### config.mk
export PLATFORM = sky130hd
export DESIGN_NAME = occ_top
export DESIGN_NICKNAME = d
export VERILOG_FILES = /design/src/logic/occ_pkg.sv /design/src/logic/occ_if.sv /design/src/logic/occ_match.sv /design/src/logic/occ_top.sv
export SDC_FILE = /design/constraint.sdc
export NUM_CORES = 1
export LEC_CHECK = 0
export BUFFER_PORTS_ARGS = -buffer_cell sky130_fd_sc_hd__buf_2
export CORE_MARGIN = 2
export CORE_UTILIZATION = 40
export CTS_CLUSTER_SIZE = 12
export DETAILED_ROUTE_END_ITERATION = 8
export HOLD_SLACK_MARGIN = 0.02
export MAX_ROUTING_LAYER = met4
export PLACE_DENSITY = 0.59
export SLEW_MARGIN = 20
export SYNTH_ARGS = -nofsm -noshare
export SYNTH_HDL_FRONTEND = slang
export SYNTH_SLANG_ARGS = --single-unit
### constraint.sdc
create_clock -name clk_sys -period 3.56 [get_ports clk_sys]
set_input_delay 0 -clock clk_sys [delete_from_list [all_inputs] [get_ports clk_sys]]
set_output_delay 0 -clock clk_sys [all_outputs]
set_load 0.03 [all_outputs]
### src/logic/occ_pkg.sv
// occ_pkg: constants and types shared by the output compare channel.
// assumes a 16-bit register port with word offsets and one system clock.
package occ_pkg;

  localparam int unsigned DW = 16;
  localparam int unsigned AW = 4;

  // register word offsets
  localparam logic [3:0] OFS_CONTROL   = 4'h0;
  localparam logic [3:0] OFS_PRIMARY   = 4'h1;
  localparam logic [3:0] OFS_SECONDARY = 4'h2;
  localparam logic [3:0] OFS_STATUS    = 4'h3;
  localparam logic [3:0] OFS_MASK      = 4'h4;

  // compare_control field positions
  localparam int unsigned MODE_LSB  = 0;
  localparam int unsigned MODE_MSB  = 2;
  localparam int unsigned TSEL_BIT  = 3;
  localparam int unsigned FLT_BIT   = 4;
  localparam int unsigned IDLE_BIT  = 13;
  localparam logic [15:0] CONTROL_WMASK = 16'h200f;

  // interrupt status and mask bits
  localparam int unsigned IRQ_CMP_BIT = 0;
  localparam int unsigned IRQ_FLT_BIT = 1;
  localparam int unsigned IRQ_W       = 2;

  // reset values
  localparam logic [15:0] CONTROL_RESET = 16'h0000;
  localparam logic [15:0] COMPARE_RESET = 16'h0000;
  localparam logic [1:0]  STATUS_RESET  = 2'h0;
  localparam logic [1:0]  MASK_RESET    = 2'h0;

  typedef enum logic [2:0] {
    MODE_OFF      = 3'h0,
    MODE_SET_HIGH = 3'h1,
    MODE_SET_LOW  = 3'h2,
    MODE_TOGGLE   = 3'h3,
    MODE_DELAYED  = 3'h4,
    MODE_CONT     = 3'h5,
    MODE_PWM      = 3'h6,
    MODE_PWM_FLT  = 3'h7
  } occ_mode_type;

  // pulse phase, gray along wait -> pulse -> done
  typedef enum logic [1:0] {
    PH_WAIT  = 2'b00,
    PH_PULSE = 2'b01,
    PH_DONE  = 2'b11
  } occ_phase_type;

endpackage : occ_pkg

### src/logic/occ_if.sv
// occ_if: compare request and match pulses between channel core and comparator.
// assumes both ends run on clk_sys.
`timescale 1ns/10ps
interface occ_if;
  logic                   sel;
  logic                   run;
  logic [occ_pkg::DW-1:0] val_a;
  logic [occ_pkg::DW-1:0] val_b;
  logic                   hit_a;
  logic                   hit_b;
  modport core (output sel, output run, output val_a, output val_b,
                input hit_a, input hit_b);
  modport cmp  (input sel, input run, input val_a, input val_b,
                output hit_a, output hit_b);
endinterface : occ_if

### src/logic/occ_match.sv
// occ_match: selects a time base and compares it with two values.
// assumes the time bases are synchronous counts on clk_sys.
`timescale 1ns/10ps
module occ_match #(
  parameter int unsigned DW = 16
) (
  input  wire logic          clk_sys,
  input  wire logic          sys_rst,
  input  wire logic [DW-1:0] time_base_a,
  input  wire logic [DW-1:0] time_base_b,
  occ_if.cmp                 port
);

  logic [DW-1:0] count;
  logic [DW-1:0] prev;
  logic          fresh;

  assign count = port.sel ? time_base_b : time_base_a;
  // a stopped timer must not keep re-matching the same value
  assign fresh = (count != prev);

  always_ff @(posedge clk_sys) begin
    if (sys_rst) begin
      prev       <= {DW{1'b0}};
      port.hit_a <= 1'b0;
      port.hit_b <= 1'b0;
    end else begin
      prev       <= count;
      port.hit_a <= port.run & fresh & (count == port.val_a);
      port.hit_b <= port.run & fresh & (count == port.val_b);
    end
  end

endmodule : occ_match

### src/logic/occ_top.sv
// occ_top: one output compare channel with register port and interrupt.
// assumes time bases and their rollover pulses come from timers on clk_sys.
//
// Functional notes
// control bit 3 picks base b, else a
// compare against one or two values per mode
// mode 000 off, no interrupt, pin from gpio
// mode 001 start low, match sets high
// mode 010 start high, match forces low
// mode 011 keeps level, match toggles output
// mode 100 single pulse, interrupt on fall
// mode 101 repeating pulses, interrupt each fall
// mode 110 pwm, initial level from primary
// mode 111 pwm, fault fall interrupts
// fault status bit 4, hardware clears only; a control write that changes the mode also clears it
// bit 13 halts channel while cpu idle
// software stops time base before control writes
// mode in bits 2:0, all reset zero
// pulse rises on primary, falls on secondary
// pwm sets at rollover, clears at duty
//
// Added by the designer: the address map and strobed register access.
`timescale 1ns/10ps
module occ_top #(
  parameter int unsigned DW = occ_pkg::DW
) (
  input  wire logic                  clk_sys,
  input  wire logic                  sys_rst,
  input  wire logic [occ_pkg::AW-1:0] reg_addr,
  input  wire logic [DW-1:0]         reg_wdata,
  input  wire logic                  reg_write,
  input  wire logic                  reg_read,
  output logic      [DW-1:0]         reg_rdata,
  input  wire logic [DW-1:0]         time_base_a,
  input  wire logic [DW-1:0]         time_base_b,
  input  wire logic                  rollover_a,
  input  wire logic                  rollover_b,
  input  wire logic                  fault_input_a,
  input  wire logic                  cpu_idle,
  input  wire logic                  gpio_level,
  output logic                       compare_output_pin,
  output logic                       pin_owned,
  output logic                       irq
);

  ////////////////////////////////////////////////////////////////////////////
  // registers and decode

  logic [15:0]                    control;
  logic [DW-1:0]                  primary_compare_value;
  logic [DW-1:0]                  secondary_compare_value;
  logic [occ_pkg::IRQ_W-1:0]      status;
  logic [occ_pkg::IRQ_W-1:0]      mask;
  logic                           pwm_fault_status;
  logic                           out_level;
  logic                           fault_prev;
  logic [DW-1:0]                  duty;
  occ_pkg::occ_phase_type         phase;

  occ_pkg::occ_mode_type          compare_mode_field;
  occ_pkg::occ_mode_type          wr_mode;
  logic                           time_base_select;
  logic                           idle_halt_select;
  logic                           wr_control;
  logic                           wr_primary;
  logic                           wr_secondary;
  logic                           wr_mask;
  logic                           rd_status;
  logic                           mode_change;
  logic                           halted;
  logic                           run;
  logic                           is_pwm;
  logic                           rollover;
  logic                           fault_fall;
  logic [15:0]                    control_view;
  logic [DW-1:0]                  rd_value;

  logic                           next_out;
  logic                           next_fault;
  logic [DW-1:0]                  next_duty;
  occ_pkg::occ_phase_type         next_phase;
  logic                           ev_cmp;
  logic                           ev_flt;
  logic [occ_pkg::IRQ_W-1:0]      next_status;

  occ_if link ();

  function automatic logic pwm_level(input logic [DW-1:0] v);
    pwm_level = (v != {DW{1'b0}});
  endfunction : pwm_level

  // level a mode starts from when it is entered
  function automatic logic entry_level(input occ_pkg::occ_mode_type m,
                                       input logic cur,
                                       input logic [DW-1:0] pri);
    case (m)
      occ_pkg::MODE_SET_LOW: entry_level = 1'b1;
      occ_pkg::MODE_TOGGLE:  entry_level = cur;
      occ_pkg::MODE_PWM,
      occ_pkg::MODE_PWM_FLT: entry_level = pwm_level(pri);
      default:               entry_level = 1'b0;
    endcase
  endfunction : entry_level

  assign compare_mode_field =
    occ_pkg::occ_mode_type'(control[occ_pkg::MODE_MSB:occ_pkg::MODE_LSB]);
  assign wr_mode =
    occ_pkg::occ_mode_type'(reg_wdata[occ_pkg::MODE_MSB:occ_pkg::MODE_LSB]);
  assign time_base_select = control[occ_pkg::TSEL_BIT];
  assign idle_halt_select = control[occ_pkg::IDLE_BIT];

  assign wr_control   = reg_write && (reg_addr == occ_pkg::OFS_CONTROL);
  assign wr_primary   = reg_write && (reg_addr == occ_pkg::OFS_PRIMARY);
  assign wr_secondary = reg_write && (reg_addr == occ_pkg::OFS_SECONDARY);
  assign wr_mask      = reg_write && (reg_addr == occ_pkg::OFS_MASK);
  assign rd_status    = reg_read && (reg_addr == occ_pkg::OFS_STATUS);
  assign mode_change  = wr_control && (wr_mode != compare_mode_field);

  assign halted   = idle_halt_select & cpu_idle;
  assign run      = (compare_mode_field != occ_pkg::MODE_OFF) & ~halted;
  assign is_pwm   = (compare_mode_field == occ_pkg::MODE_PWM) ||
                    (compare_mode_field == occ_pkg::MODE_PWM_FLT);
  assign rollover = time_base_select ? rollover_b : rollover_a;
  assign fault_fall = fault_prev & ~fault_input_a;

  assign control_view = (control & occ_pkg::CONTROL_WMASK) |
                        (16'(pwm_fault_status) << occ_pkg::FLT_BIT);

  // unmapped offsets read as zero
  assign rd_value =
    (reg_addr == occ_pkg::OFS_CONTROL)   ? control_view :
    (reg_addr == occ_pkg::OFS_PRIMARY)   ? primary_compare_value :
    (reg_addr == occ_pkg::OFS_SECONDARY) ? secondary_compare_value :
    (reg_addr == occ_pkg::OFS_STATUS)    ? DW'(status) :
    (reg_addr == occ_pkg::OFS_MASK)      ? DW'(mask) : {DW{1'b0}};

  ////////////////////////////////////////////////////////////////////////////
  // comparator

  assign link.sel   = time_base_select;
  assign link.run   = run;
  // pwm compares against the latched duty, other modes against primary
  assign link.val_a = is_pwm ? duty : primary_compare_value;
  assign link.val_b = secondary_compare_value;

  occ_match #(
    .DW (DW)
  ) u_match (
    .clk_sys     (clk_sys),
    .sys_rst     (sys_rst),
    .time_base_a (time_base_a),
    .time_base_b (time_base_b),
    .port        (link)
  );

  ////////////////////////////////////////////////////////////////////////////
  // output sequencing

  always_comb begin
    next_out   = out_level;
    next_fault = pwm_fault_status;
    next_duty  = duty;
    next_phase = phase;
    ev_cmp     = 1'b0;
    ev_flt     = 1'b0;
    if (mode_change) begin
      next_out   = entry_level(wr_mode, out_level, primary_compare_value);
      next_fault = 1'b0;
      next_duty  = primary_compare_value;
      next_phase = occ_pkg::PH_WAIT;
    end else if (run) begin
      case (compare_mode_field)
        occ_pkg::MODE_SET_HIGH: begin
          if (phase == occ_pkg::PH_WAIT && link.hit_a) begin
            next_out   = 1'b1;
            next_phase = occ_pkg::PH_DONE;
            ev_cmp     = 1'b1;
          end
        end
        occ_pkg::MODE_SET_LOW: begin
          if (phase == occ_pkg::PH_WAIT && link.hit_a) begin
            next_out   = 1'b0;
            next_phase = occ_pkg::PH_DONE;
            ev_cmp     = 1'b1;
          end
        end
        occ_pkg::MODE_TOGGLE: begin
          if (link.hit_a) begin
            next_out = ~out_level;
            ev_cmp   = 1'b1;
          end
        end
        occ_pkg::MODE_DELAYED,
        occ_pkg::MODE_CONT: begin
          if (phase == occ_pkg::PH_WAIT && link.hit_a) begin
            next_out   = 1'b1;
            next_phase = occ_pkg::PH_PULSE;
          end else if (phase == occ_pkg::PH_PULSE && link.hit_b) begin
            next_out   = 1'b0;
            ev_cmp     = 1'b1;
            // continuous mode rearms, delayed mode stays finished
            next_phase = (compare_mode_field == occ_pkg::MODE_CONT) ?
                         occ_pkg::PH_WAIT : occ_pkg::PH_DONE;
          end
        end
        occ_pkg::MODE_PWM,
        occ_pkg::MODE_PWM_FLT: begin
          if (compare_mode_field == occ_pkg::MODE_PWM_FLT && fault_fall) begin
            next_fault = 1'b1;
            next_out   = 1'b0;
            ev_flt     = 1'b1;
          end else if (pwm_fault_status) begin
            // fault holds the pin low until a period ends with the input high
            next_out = 1'b0;
            if (rollover && fault_input_a) begin
              next_fault = 1'b0;
              next_duty  = secondary_compare_value;
              next_out   = pwm_level(secondary_compare_value);
            end
          end else if (rollover) begin
            next_duty = secondary_compare_value;
            next_out  = pwm_level(secondary_compare_value);
          end else if (link.hit_a) begin
            next_out = 1'b0;
          end
        end
        default: begin
          next_out = out_level;
        end
      endcase
    end
  end

  // set wins over the read that clears it
  assign next_status = (rd_status ? {occ_pkg::IRQ_W{1'b0}} : status) |
                       {ev_flt, ev_cmp};

  ////////////////////////////////////////////////////////////////////////////
  // state

  always_ff @(posedge clk_sys) begin
    if (sys_rst) begin
      control                 <= occ_pkg::CONTROL_RESET;
      primary_compare_value   <= occ_pkg::COMPARE_RESET;
      secondary_compare_value <= occ_pkg::COMPARE_RESET;
      mask                    <= occ_pkg::MASK_RESET;
    end else begin
      if (wr_control) begin
        control <= reg_wdata & occ_pkg::CONTROL_WMASK;
      end
      if (wr_primary) begin
        primary_compare_value <= reg_wdata;
      end
      if (wr_secondary) begin
        secondary_compare_value <= reg_wdata;
      end
      if (wr_mask) begin
        mask <= reg_wdata[occ_pkg::IRQ_W-1:0];
      end
    end
  end

  always_ff @(posedge clk_sys) begin
    if (sys_rst) begin
      out_level        <= 1'b0;
      pwm_fault_status <= 1'b0;
      duty             <= occ_pkg::COMPARE_RESET;
      phase            <= occ_pkg::PH_WAIT;
      status           <= occ_pkg::STATUS_RESET;
      fault_prev       <= 1'b1;
    end else begin
      out_level        <= next_out;
      pwm_fault_status <= next_fault;
      duty             <= next_duty;
      phase            <= next_phase;
      status           <= next_status;
      fault_prev       <= fault_input_a;
    end
  end

  always_ff @(posedge clk_sys) begin
    if (sys_rst) begin
      reg_rdata          <= {DW{1'b0}};
      compare_output_pin <= 1'b0;
      pin_owned          <= 1'b0;
    end else begin
      reg_rdata          <= reg_read ? rd_value : {DW{1'b0}};
      // the idle halt bit alone must not take the pin from the port while off
      compare_output_pin <= (compare_mode_field != occ_pkg::MODE_OFF) ? out_level : gpio_level;
      pin_owned          <= (compare_mode_field != occ_pkg::MODE_OFF);
    end
  end

  assign irq = |(status & mask);
endmodule : occ_top

==> results by group, run 1 <==
Floorplanning
  • I/O pin count: 80
  • # rows: just over 40
  • Die Width: 117.6 µm
  • Starting Density: 0.4091
  • Die height: 117.6 µm
  • Core area: roughly 13000 µm²
  • Die area: roughly 14000 µm²

Synth
  • Mean Syn Cell Area: between 8 and 9 µm²
  • Syn_nets: 665
  • Ys flop type: dfxtp_1
  • FFs w/ async S/R, synth: 0
  • Seq/Total Area, Yosys: 0.3800
  • Largest area contributor in the netlist: dfxtp_1
  • Post-synthesis register bit count: 98
  • Synth unique cells: 60
  • Largest cells by area after synthesis: dfxtp_1 (38%), mux2i_1 (6.0%), nor2_1 (5.2%), nand2_1 (4.4%), a21oi_1 (4.3%)
  • Synth Instances: 604
  • Top cell type's share of synthesized area: 0.3800
  • Post-synth EDFFs: 0
  • Synth warn: 0
  • Cell Area, Synth: 5162 µm²

Placed design
  • GP Congestion: between 0.8 and 0.9
  • Area after DPL: 5610 µm²
  • DP Wirelength: about 10000 µm
  • Place WS: 1032 ps
  • IO buf count: 79
  • Placed Cells: between 800 and 900

Cells and area
  • Area delta synth->final: 21.98%
  • Final Util: 0.4990
  • Final #Nets: around 760
  • Post-Layout Cell Count: ~870
  • Commonest non-fill, non-tap cell in the layout: dfxtp_1
  • Most frequent cells in the layout: dfxtp_1 (98), buf_2 (79), nor2_1 (72)
  • Design area: 6297 µm²
  • Antenna cells: 0
  • Fraction of layout cells with a size suffix above 1: 0.1698

Flow run
  • Max-Cap Viols: 0

STA
  • Tmin final: between 2000 and 2500 ps
  • Setup ws final: 1092 ps
  • Slew HR: 0.3871
  • Achievable Freq: between 400 and 500 MHz
  • Final hold vios: 0
  • Worst hold slack: 29.16 ps
  • Slew Limit Fails: 0
  • Layout Skew: 5.168 ps
  • Final setup violation count: 0
  • RSZ-0062 raised after global routing: no
  • Setup_tns: 0 ps
  • Final worst path period share: 0.6933
  • Slew at the pin closest to its max-slew limit: 919.3 ps

Setup path
  • Most used cell, CP: buf_4
  • CP max FO: 9
  • Worst Setup End Kind: flip-flop
  • Worst-path cell chain: buf_4 > buf_4 > mux2i_4 > xor2_1 > nand4_1 > nor4_2 > and4b_1
  • Worst Reg-to-Reg Cells: 7
  • Largest stage delay, worst path: between 600 and 700 ps
  • Critical path buffers and inverters: 2
  • Worst EP required: 3810 ps
  • CP Class: flip-flop to flip-flop
  • Worst EP arrival: 2720 ps
  • Slowest cell on the critical path: dfxtp_1
  • Startpoint types: flip-flop
  • Top Family by Delay on Critical Path: simple AND/OR/NAND/NOR gates
  • Instance count on the critical path: 7

Route
  • Total Wirelength: approximately 14000 µm
  • Post-route DRC: 0
  • Initial DRC count: approximately 280
  • First-pass detailed-route iteration total: 5
  • Wire per inst: around 17 µm
  • Via count: around 4800
  • Detail Route Antenna Nets: 0
  • Via-per-instance ratio: around 5.5

Clocking
  • Clock Pin Slew Worst Setup and Hold Paths: 70 ps
  • Clock root buffer: clkbuf_16
  • Number of clock sinks: 98
  • H-tree Lvls: 3
  • CTS resizes: 0
  • Inserted Clock Buffers: 9
  • Clock Path Buffers: 2
  • TritonCTS clock tree: built
  • Clk_lat worst skew: 350 ps

Pwr
  • Maximum VDD drop: around 0.00019 V
  • P per Cell Area: roughly 390 nW/µm²
  • Leakage power: about 2.5 nW
  • Power Total: ~2.5 mW

Global route
  • Initial antenna violation count: 0
  • Pin count of the biggest net entering global routing: 49
  • First-pass GRT wire length: around 23000 µm
  • Number of global-route vias before repair: 4546
  • Grt ovf: 0
  • Gr usage total: 0.2169

Outcome
  • Status: finished, final reports clean

Min path
  • Worst hold path cell count: 3
  • HP Class: primary input to flip-flop
cell type report:
type,instances,area [µm²]
repair buffers,122,808.3
flip-flops and latches,98,1962
inverters,4,15.01
clock buffers,10,229.0
fillers,1276,6322
multi-input cells,461,2978
well taps,172,215.2
clock inverters,6,90.09
cells in the mapped netlist (all sizes together) (2+ instances only):
master / instances
dfxtp: 98
nor2: 73
nand2: 61
a21oi: 44
mux2i: 39
o21ai: 25
buf: 22
a21boi: 20
clkbuf: 19
xor2: 19
a211oi: 17
and3: 17
nand3: 17
xnor2: 16
nor4: 15
a22oi: 12
nor3: 11
nand4b: 8
or3: 8
nand4: 7
a21o: 6
and2: 4
inv: 4
nand2b: 4
nand3b: 4
nor2b: 4
a32oi: 3
a221oi: 2
a31oi: 2
and3b: 2
and4: 2
nor3b: 2
cells by family after synthesis:
family,Yosys count,synth area share
flops,98,0.3800
xor+xnor,35,0.05938
fa+ha+maj,1,0.001939
buf+inv,45,0.04460
compound gates,142,0.1806
simple gates,243,0.2363
mux,40,0.09719
flip-flops by register name, summed over array words and instances (netlist names):
signal                 count
pin_owned                  1
fault_prev                 1
control                    5
compare_output_pin         1
reg_rdata                 16
out_level                  1
primary_compare_value     16
mask                       2
status                     2
pwm_fault_status           1
link.val_b                16
phase                      2
u_match.port.hit_b         1
u_match.port.hit_a         1
duty                      16
u_match.prev              16
tightest hold or removal path: stages:
cell and delay (ps):
buf_2 70, mux2i_1 150, nor2_1 120
per-layer routing:
metal / share of wire / GRT usage / vias up
met3: 0.058 / 0.03391 / 25
met1: 0.49 / 0.3021 / 2224
li1: - / - / 2354
met2: 0.43 / 0.3143 / 156
met5: 0 / - / -
met4: 0.025 / 0.08660 / 0
power by group:
part | total [mW] | leakage [nW] | switching, mW | internal, mW
sequential | 1.14 | 0.796 | 0.0179 | 1.12
combinational | 0.259 | 1.54 | 0.139 | 0.120
clock | 1.07 | 0.153 | 0.448 | 0.619
total | 2.46 | 2.49 | 0.605 | 1.86
timing repair:
| action | 4_1_cts | 5_1_grt |
|---|---|---|
| hold buffers | 36 | 0 |
| endpoints found under the setup margin | 0 | 0 |
| setup buffers | 0 | 0 |
| endpoints found under the hold margin | 49 | 0 |
worst paths after layout:
path | start | endpoint | slack, ps
worst min register to register | duty[13] | duty[13] | 500
worst max register to register | control[3] | u_match.port.hit_a | 1090
worst min-delay path | time_base_a[11] | u_match.prev[11] | 30
worst max-delay path | control[3] | u_match.port.hit_a | 1090
Note: power is estimated with default switching activity, not from simulation.
==> inputs of run 2 (changes only) <==
==> constraint.sdc (replaced) <==
create_clock -name clk_sys -period 2.6 [get_ports clk_sys]
set_input_delay 0 -clock clk_sys [delete_from_list [all_inputs] [get_ports clk_sys]]
set_output_delay 0 -clock clk_sys [all_outputs]
set_load 0.03 [all_outputs]
==> results by group, run 2 (synthesis results as in run 1) <==
Outcome
  • Status: finished, final reports clean

Global route
  • Pin count of the biggest net entering global routing: 52 (+6.1%)
  • Grt ovf: 0 (unchanged)
  • Initial antenna violation count: 1 (+1)
  • First-pass GRT wire length: 24180 µm (+2.9%)
  • Number of global-route vias before repair: 4701 (+3.4%)
  • Gr usage total: 0.2218 (+0.004993)

Placed design
  • Placed Cells: 829 (+0.97%)
  • IO buf count: 79 (unchanged)
  • DP Wirelength: 10670 µm (+3.0%)
  • GP Congestion: 0.8692 (+3.1%)
  • Area after DPL: 5683 µm² (+1.3%)

Route
  • First-pass detailed-route iteration total: 5 (unchanged)
  • Wire per inst: 16.40 µm (-0.86%)
  • Initial DRC count: 369 (+34%)
  • Post-route DRC: 0 (unchanged)
  • Detail Route Antenna Nets: 0 (unchanged)
  • Via count: 4805 (+0.97%)
  • Total Wirelength: 14510 µm (+0.50%)
  • Via-per-instance ratio: 5.429 (-0.40%)

STA
  • Layout Skew: 8.084 ps (+2.915 ps)
  • Final hold vios: 0 (unchanged)
  • Tmin final: 2141 ps (-327.3 ps)
  • Worst hold slack: 23.63 ps (-5.523 ps)
  • Achievable Freq: 467.1 MHz (+15%)
  • Setup_tns: 0 ps (unchanged)
  • Slew HR: 0.5838 (+0.1967)
  • RSZ-0062 raised after global routing: no
  • Final worst path period share: 0.8234 (+0.1301)
  • Slew at the pin closest to its max-slew limit: 624.3 ps (-295.0 ps)
  • Final setup violation count: 0 (unchanged)
  • Slew Limit Fails: 0 (unchanged)

Setup path
  • Startpoint types: flip-flop
  • Worst Setup End Kind: flip-flop
  • Worst-path cell chain: buf_12 > mux2i_1 > xor2_1 > nand4_1 > nor4_2 > and4b_1
  • CP Class: flip-flop to flip-flop
  • CP max FO: 17 (+8)
  • Worst EP arrival: 2390 ps (-330 ps)
  • Largest stage delay, worst path: 460 ps (-150 ps)
  • Worst EP required: 2850 ps (-960 ps)
  • Slowest cell on the critical path: mux2i_1

Cells and area
  • Fraction of layout cells with a size suffix above 1: 0.1784 (+0.008613)
  • Design area: 6400 µm² (+1.6%)
  • Post-Layout Cell Count: 885 (+1.4%)
  • Area delta synth->final: 23.97%
  • Final #Nets: 768 (+1.5%)
  • Most frequent cells in the layout: dfxtp_1 (98), buf_2 (79), nor2_1 (72)
  • Commonest non-fill, non-tap cell in the layout: dfxtp_1

Clocking
  • Number of clock sinks: 98 (unchanged)
  • TritonCTS clock tree: built
  • Clk_lat worst skew: 350 ps (about the same)
  • Clock root buffer: clkbuf_16
  • Clock Path Buffers: 2 (unchanged)
  • Inserted Clock Buffers: 9 (unchanged)
  • H-tree Lvls: 3 (unchanged)
  • Clock Pin Slew Worst Setup and Hold Paths: 70 ps (about the same)
  • Post-CTS Setup Bufs: 0 (unchanged)

Floorplanning
  • Die area: 13830 µm² (unchanged)
  • Die Width: 117.6 µm (unchanged)
  • Die height: 117.6 µm (unchanged)
  • # rows: 41 (unchanged)
  • Starting Density: 0.4091 (unchanged)
  • Core area: 12620 µm² (unchanged)
  • I/O pin count: 80 (unchanged)

Pwr
  • Leakage power: 2.552 nW (+2.4%)
  • P per Cell Area: 529.6 nW/µm² (+35%)
  • Power Total: 3.390 mW (+38%)
  • Maximum VDD drop: 0.0003430 V (+80%)

Min path
  • HP Class: primary input to flip-flop

Flow run
  • Max-Cap Viols: 0 (unchanged)
[run 2: power by group]
| group | internal, mW | total (mW) | leakage, nW | switching [mW] |
|---|---|---|---|---|
| Combinational | 0.172 | 0.366 | 1.60 | 0.194 |
| Sequential | 1.53 | 1.55 | 0.796 | 0.0241 |
| Clock | 0.856 | 1.47 | 0.158 | 0.612 |
| Total | 2.56 | 3.39 | 2.55 | 0.831 |
[run 2: layout make-up]
type	count	area [µm²]
Fill cell	1232	6220
Tap cell	172	215.2
Antenna cell	1	2.502
Multi-Input combinational cell	461	2970
Sequential cell	98	1962
Clock inverter	6	95.09
Inverter	4	15.01
Clock buffer	10	229.0
Timing Repair Buffer	133	910.9
[run 2: timing repair]
| item | 4_1_cts | 5_1_grt |
|---|---|---|
| gates resized for setup | 0 | 0 |
| setup endpoints to repair | 0 | 0 |
| hold buffers | 39 | 0 |
| endpoints found under the hold margin | 50 | 0 |
[run 2: through the flow]
stage,setup slack [ps],util
global route,263.9,0.5071
global placement,479.7,0.4503
finish,459.1,0.5071
CTS,399.9,0.5069
floorplan,793.1,-
detailed placement,400.3,0.4503
[run 2: path summary, 6_finish.rpt]
kind / start / to / slack, ps / depth (start not counted)
max: control[3] / u_match.port.hit_a / 460 / 6
min: time_base_b[2] / u_match.prev[2] / 20 / 3
max reg2reg: control[3] / u_match.port.hit_a / 460 / 6
min reg2reg: status[1] / status[1] / 490 / 2
[run 2: critical path: cells and delay by family, from the launching register on]
| kind | cells | cell delay, ps |
|---|---|---|
| buffers and inverters | 1 | 230 |
| multiplexers | 1 | 460 |
| AND/OR/NAND/NOR | 3 | 690 |
| flip-flops | 1 | 400 |
| XOR/XNOR | 1 | 250 |
[run 2: per-layer routing]
metal / GRT usage / vias up / wire [µm]
met1: 0.3122 / 2260 / 7150
met2: 0.3249 / 145 / 6356
li1: - / 2382 / -
met4: 0.07154 / 0 / 257
met3: 0.03585 / 18 / 747
met5: - / - / 0
==> inputs of run 3 (changes only) <==
==> constraint.sdc (replaced) <==
create_clock -name clk_sys -period 2.14 [get_ports clk_sys]
set_input_delay 0 -clock clk_sys [delete_from_list [all_inputs] [get_ports clk_sys]]
set_output_delay 0 -clock clk_sys [all_outputs]
set_load 0.03 [all_outputs]
==> results by group, run 3 (synthesis results as in run 1) <==
Outcome
  • Status: finished, final reports clean

Min path
  • HP Class: primary input to flip-flop
  • Worst hold path cell count: 5 (+2)

Floorplanning
  • Die height: 117.6 µm (unchanged)
  • Die Width: 117.6 µm (unchanged)
  • Die area: 13830 µm² (unchanged)
  • # rows: 41 (unchanged)
  • Core area: 12620 µm² (unchanged)
  • Starting Density: 0.4091 (unchanged)
  • I/O pin count: 80 (unchanged)

Setup path
  • CP max FO: 17 (unchanged)
  • Worst EP arrival: 2260 ps (-130 ps)
  • Startpoint types: flip-flop
  • Worst-path cell chain: buf_12 > mux2i_1 > xor2_1 > nand4_1 > nor4_2 > and4b_1
  • Slowest cell on the critical path: dfxtp_1
  • Top Family by Delay on Critical Path: simple AND/OR/NAND/NOR gates
  • Critical path buffers and inverters: 1 (unchanged)
  • Worst reg-to-reg setup slack: 120 ps (-340 ps)
  • CP Class: flip-flop to flip-flop
  • Worst EP required: 2380 ps (-470 ps)
  • Instance count on the critical path: 6 (unchanged)
  • Worst Setup End Kind: flip-flop
  • Worst Reg-to-Reg Cells: 6 (unchanged)
  • Largest stage delay, worst path: 380 ps (-80 ps)

STA
  • RSZ-0062 raised after global routing: no
  • Setup_tns: 0 ps (unchanged)
  • Achievable Freq: 495.5 MHz (+6.1%)
  • Layout Skew: 9.469 ps (+1.385 ps)
  • Final worst path period share: 0.9432 (+0.1197)
  • Worst hold slack: 49.71 ps (+26.07 ps)
  • Final setup violation count: 0 (unchanged)
  • Final hold vios: 0 (unchanged)
  • Slew HR: 0.5702 (-0.01365)
  • Slew Limit Fails: 0 (unchanged)
  • Slew at the pin closest to its max-slew limit: 644.8 ps (+20.47 ps)
  • Tmin final: 2018 ps (-122.6 ps)

Cells and area
  • Layout filler cell count: 1249 (+1.4%)
  • Final #Nets: 776 (+1.0%)
  • Area delta synth->final: 25.23%
  • Area of the multi-input gates: 2970 µm² (unchanged)
  • Antenna cells: 0 (-1)
  • Post-Layout Cell Count: 892 (+0.79%)
  • Fraction of layout cells with a size suffix above 1: 0.1986 (+0.02024)
  • Commonest non-fill, non-tap cell in the layout: dfxtp_1
  • Most frequent cells in the layout: dfxtp_1 (98), buf_2 (79), nor2_1 (72)
  • Register area: 1962 µm² (unchanged)
  • Final Util: 0.5123 (+0.005155)

Clocking
  • TritonCTS clock tree: built
  • Clock Path Buffers: 2 (unchanged)
  • H-tree Lvls: 3 (unchanged)
  • Clock root buffer: clkbuf_16
  • Clk_lat worst skew: 350 ps (about the same)
  • Inserted Clock Buffers: 9 (unchanged)
  • Number of clock sinks: 98 (unchanged)
  • Clock Pin Slew Worst Setup and Hold Paths: 70 ps (about the same)
  • CTS resizes: 0 (unchanged)

Route
  • First-pass detailed-route iteration total: 5 (unchanged)
  • Total Wirelength: 14810 µm (+2.0%)
  • Wire per inst: 16.60 µm (+1.2%)
  • Post-route DRC: 0 (unchanged)
  • Via count: 4829 (+0.50%)
  • Initial DRC count: 272 (-26%)
  • Via-per-instance ratio: 5.414 (-0.29%)
  • Detail Route Antenna Nets: 0 (unchanged)

Global route
  • First-pass GRT wire length: 24210 µm (+0.14%)
  • Pin count of the biggest net entering global routing: 46 (-12%)
  • Number of global-route vias before repair: 4576 (-2.7%)
  • Initial antenna violation count: 0 (-1)
  • Grt ovf: 0 (unchanged)
  • Gr usage total: 0.2227 (+0.0008691)

Placed design
  • Placed Cells: 845 (+1.9%)
  • DP Wirelength: 10520 µm (-1.4%)
  • IO buf count: 79 (unchanged)
  • GP Congestion: 0.8102 (-6.8%)

Flow run
  • Max-Cap Viols: 0 (unchanged)

Pwr
  • Leakage power: 2.598 nW (+1.8%)
  • P per Cell Area: 619.8 nW/µm² (+17%)
  • Maximum VDD drop: 0.0003020 V (-12%)
[run 3: metrics by stage]
stage,setup slack (ps),cell area (µm²),total power [mW]
after floorplan,333.1,5162,2.170
after global placement,212.6,5853,2.337
after detailed placement,179.1,5853,2.342
after CTS,160.8,6465,4.052
after global routing,9.561,6465,4.168
final,121.6,6465,4.007
[run 3: report_power, final]
group          internal [mW]  switching (mW)
registers               1.86          0.0273
logic                  0.217           0.243
clock network          0.920           0.740
total                   3.00            1.01
[run 3: cell type report]
type	count	share of cell area
Clock inverter	6	0.01123
Clock buffer	10	0.03542
Multi-Input combinational cell	461	0.4595
Inverter	4	0.002322
Tap cell	172	0.03329
Timing Repair Buffer	141	0.1548
Sequential cell	98	0.3035
[run 3: routing by layer]
metal / global-route usage / vias to the layer above / share of wire
met5: - / - / 0
met4: 0.06476 / 0 / 0.019
met3: 0.04070 / 21 / 0.054
met2: 0.3278 / 179 / 0.44
met1: 0.3122 / 2235 / 0.49
li1: - / 2394 / -
[run 3: worst register-to-register path, cell delays in order, from the launching register on]
cell,delay (ps)
dfxtp_1,380
buf_12,220
mux2i_1,360
xor2_1,230
nand4_1,140
nor4_2,370
and4b_1,230
[run 3: final timing paths]
path                        endpoint       start
hold / removal      pwm_fault_status    cpu_idle
hold reg to reg             duty[14]    duty[14]
setup / recovery  u_match.port.hit_a  control[3]
setup reg to reg  u_match.port.hit_a  control[3]
[run 3: repair_timing]
item	CTS	global route
setup endpoints to repair	0	0
hold buffers	31	0
hold endpoints to repair	45	0
setup buffers	0	0
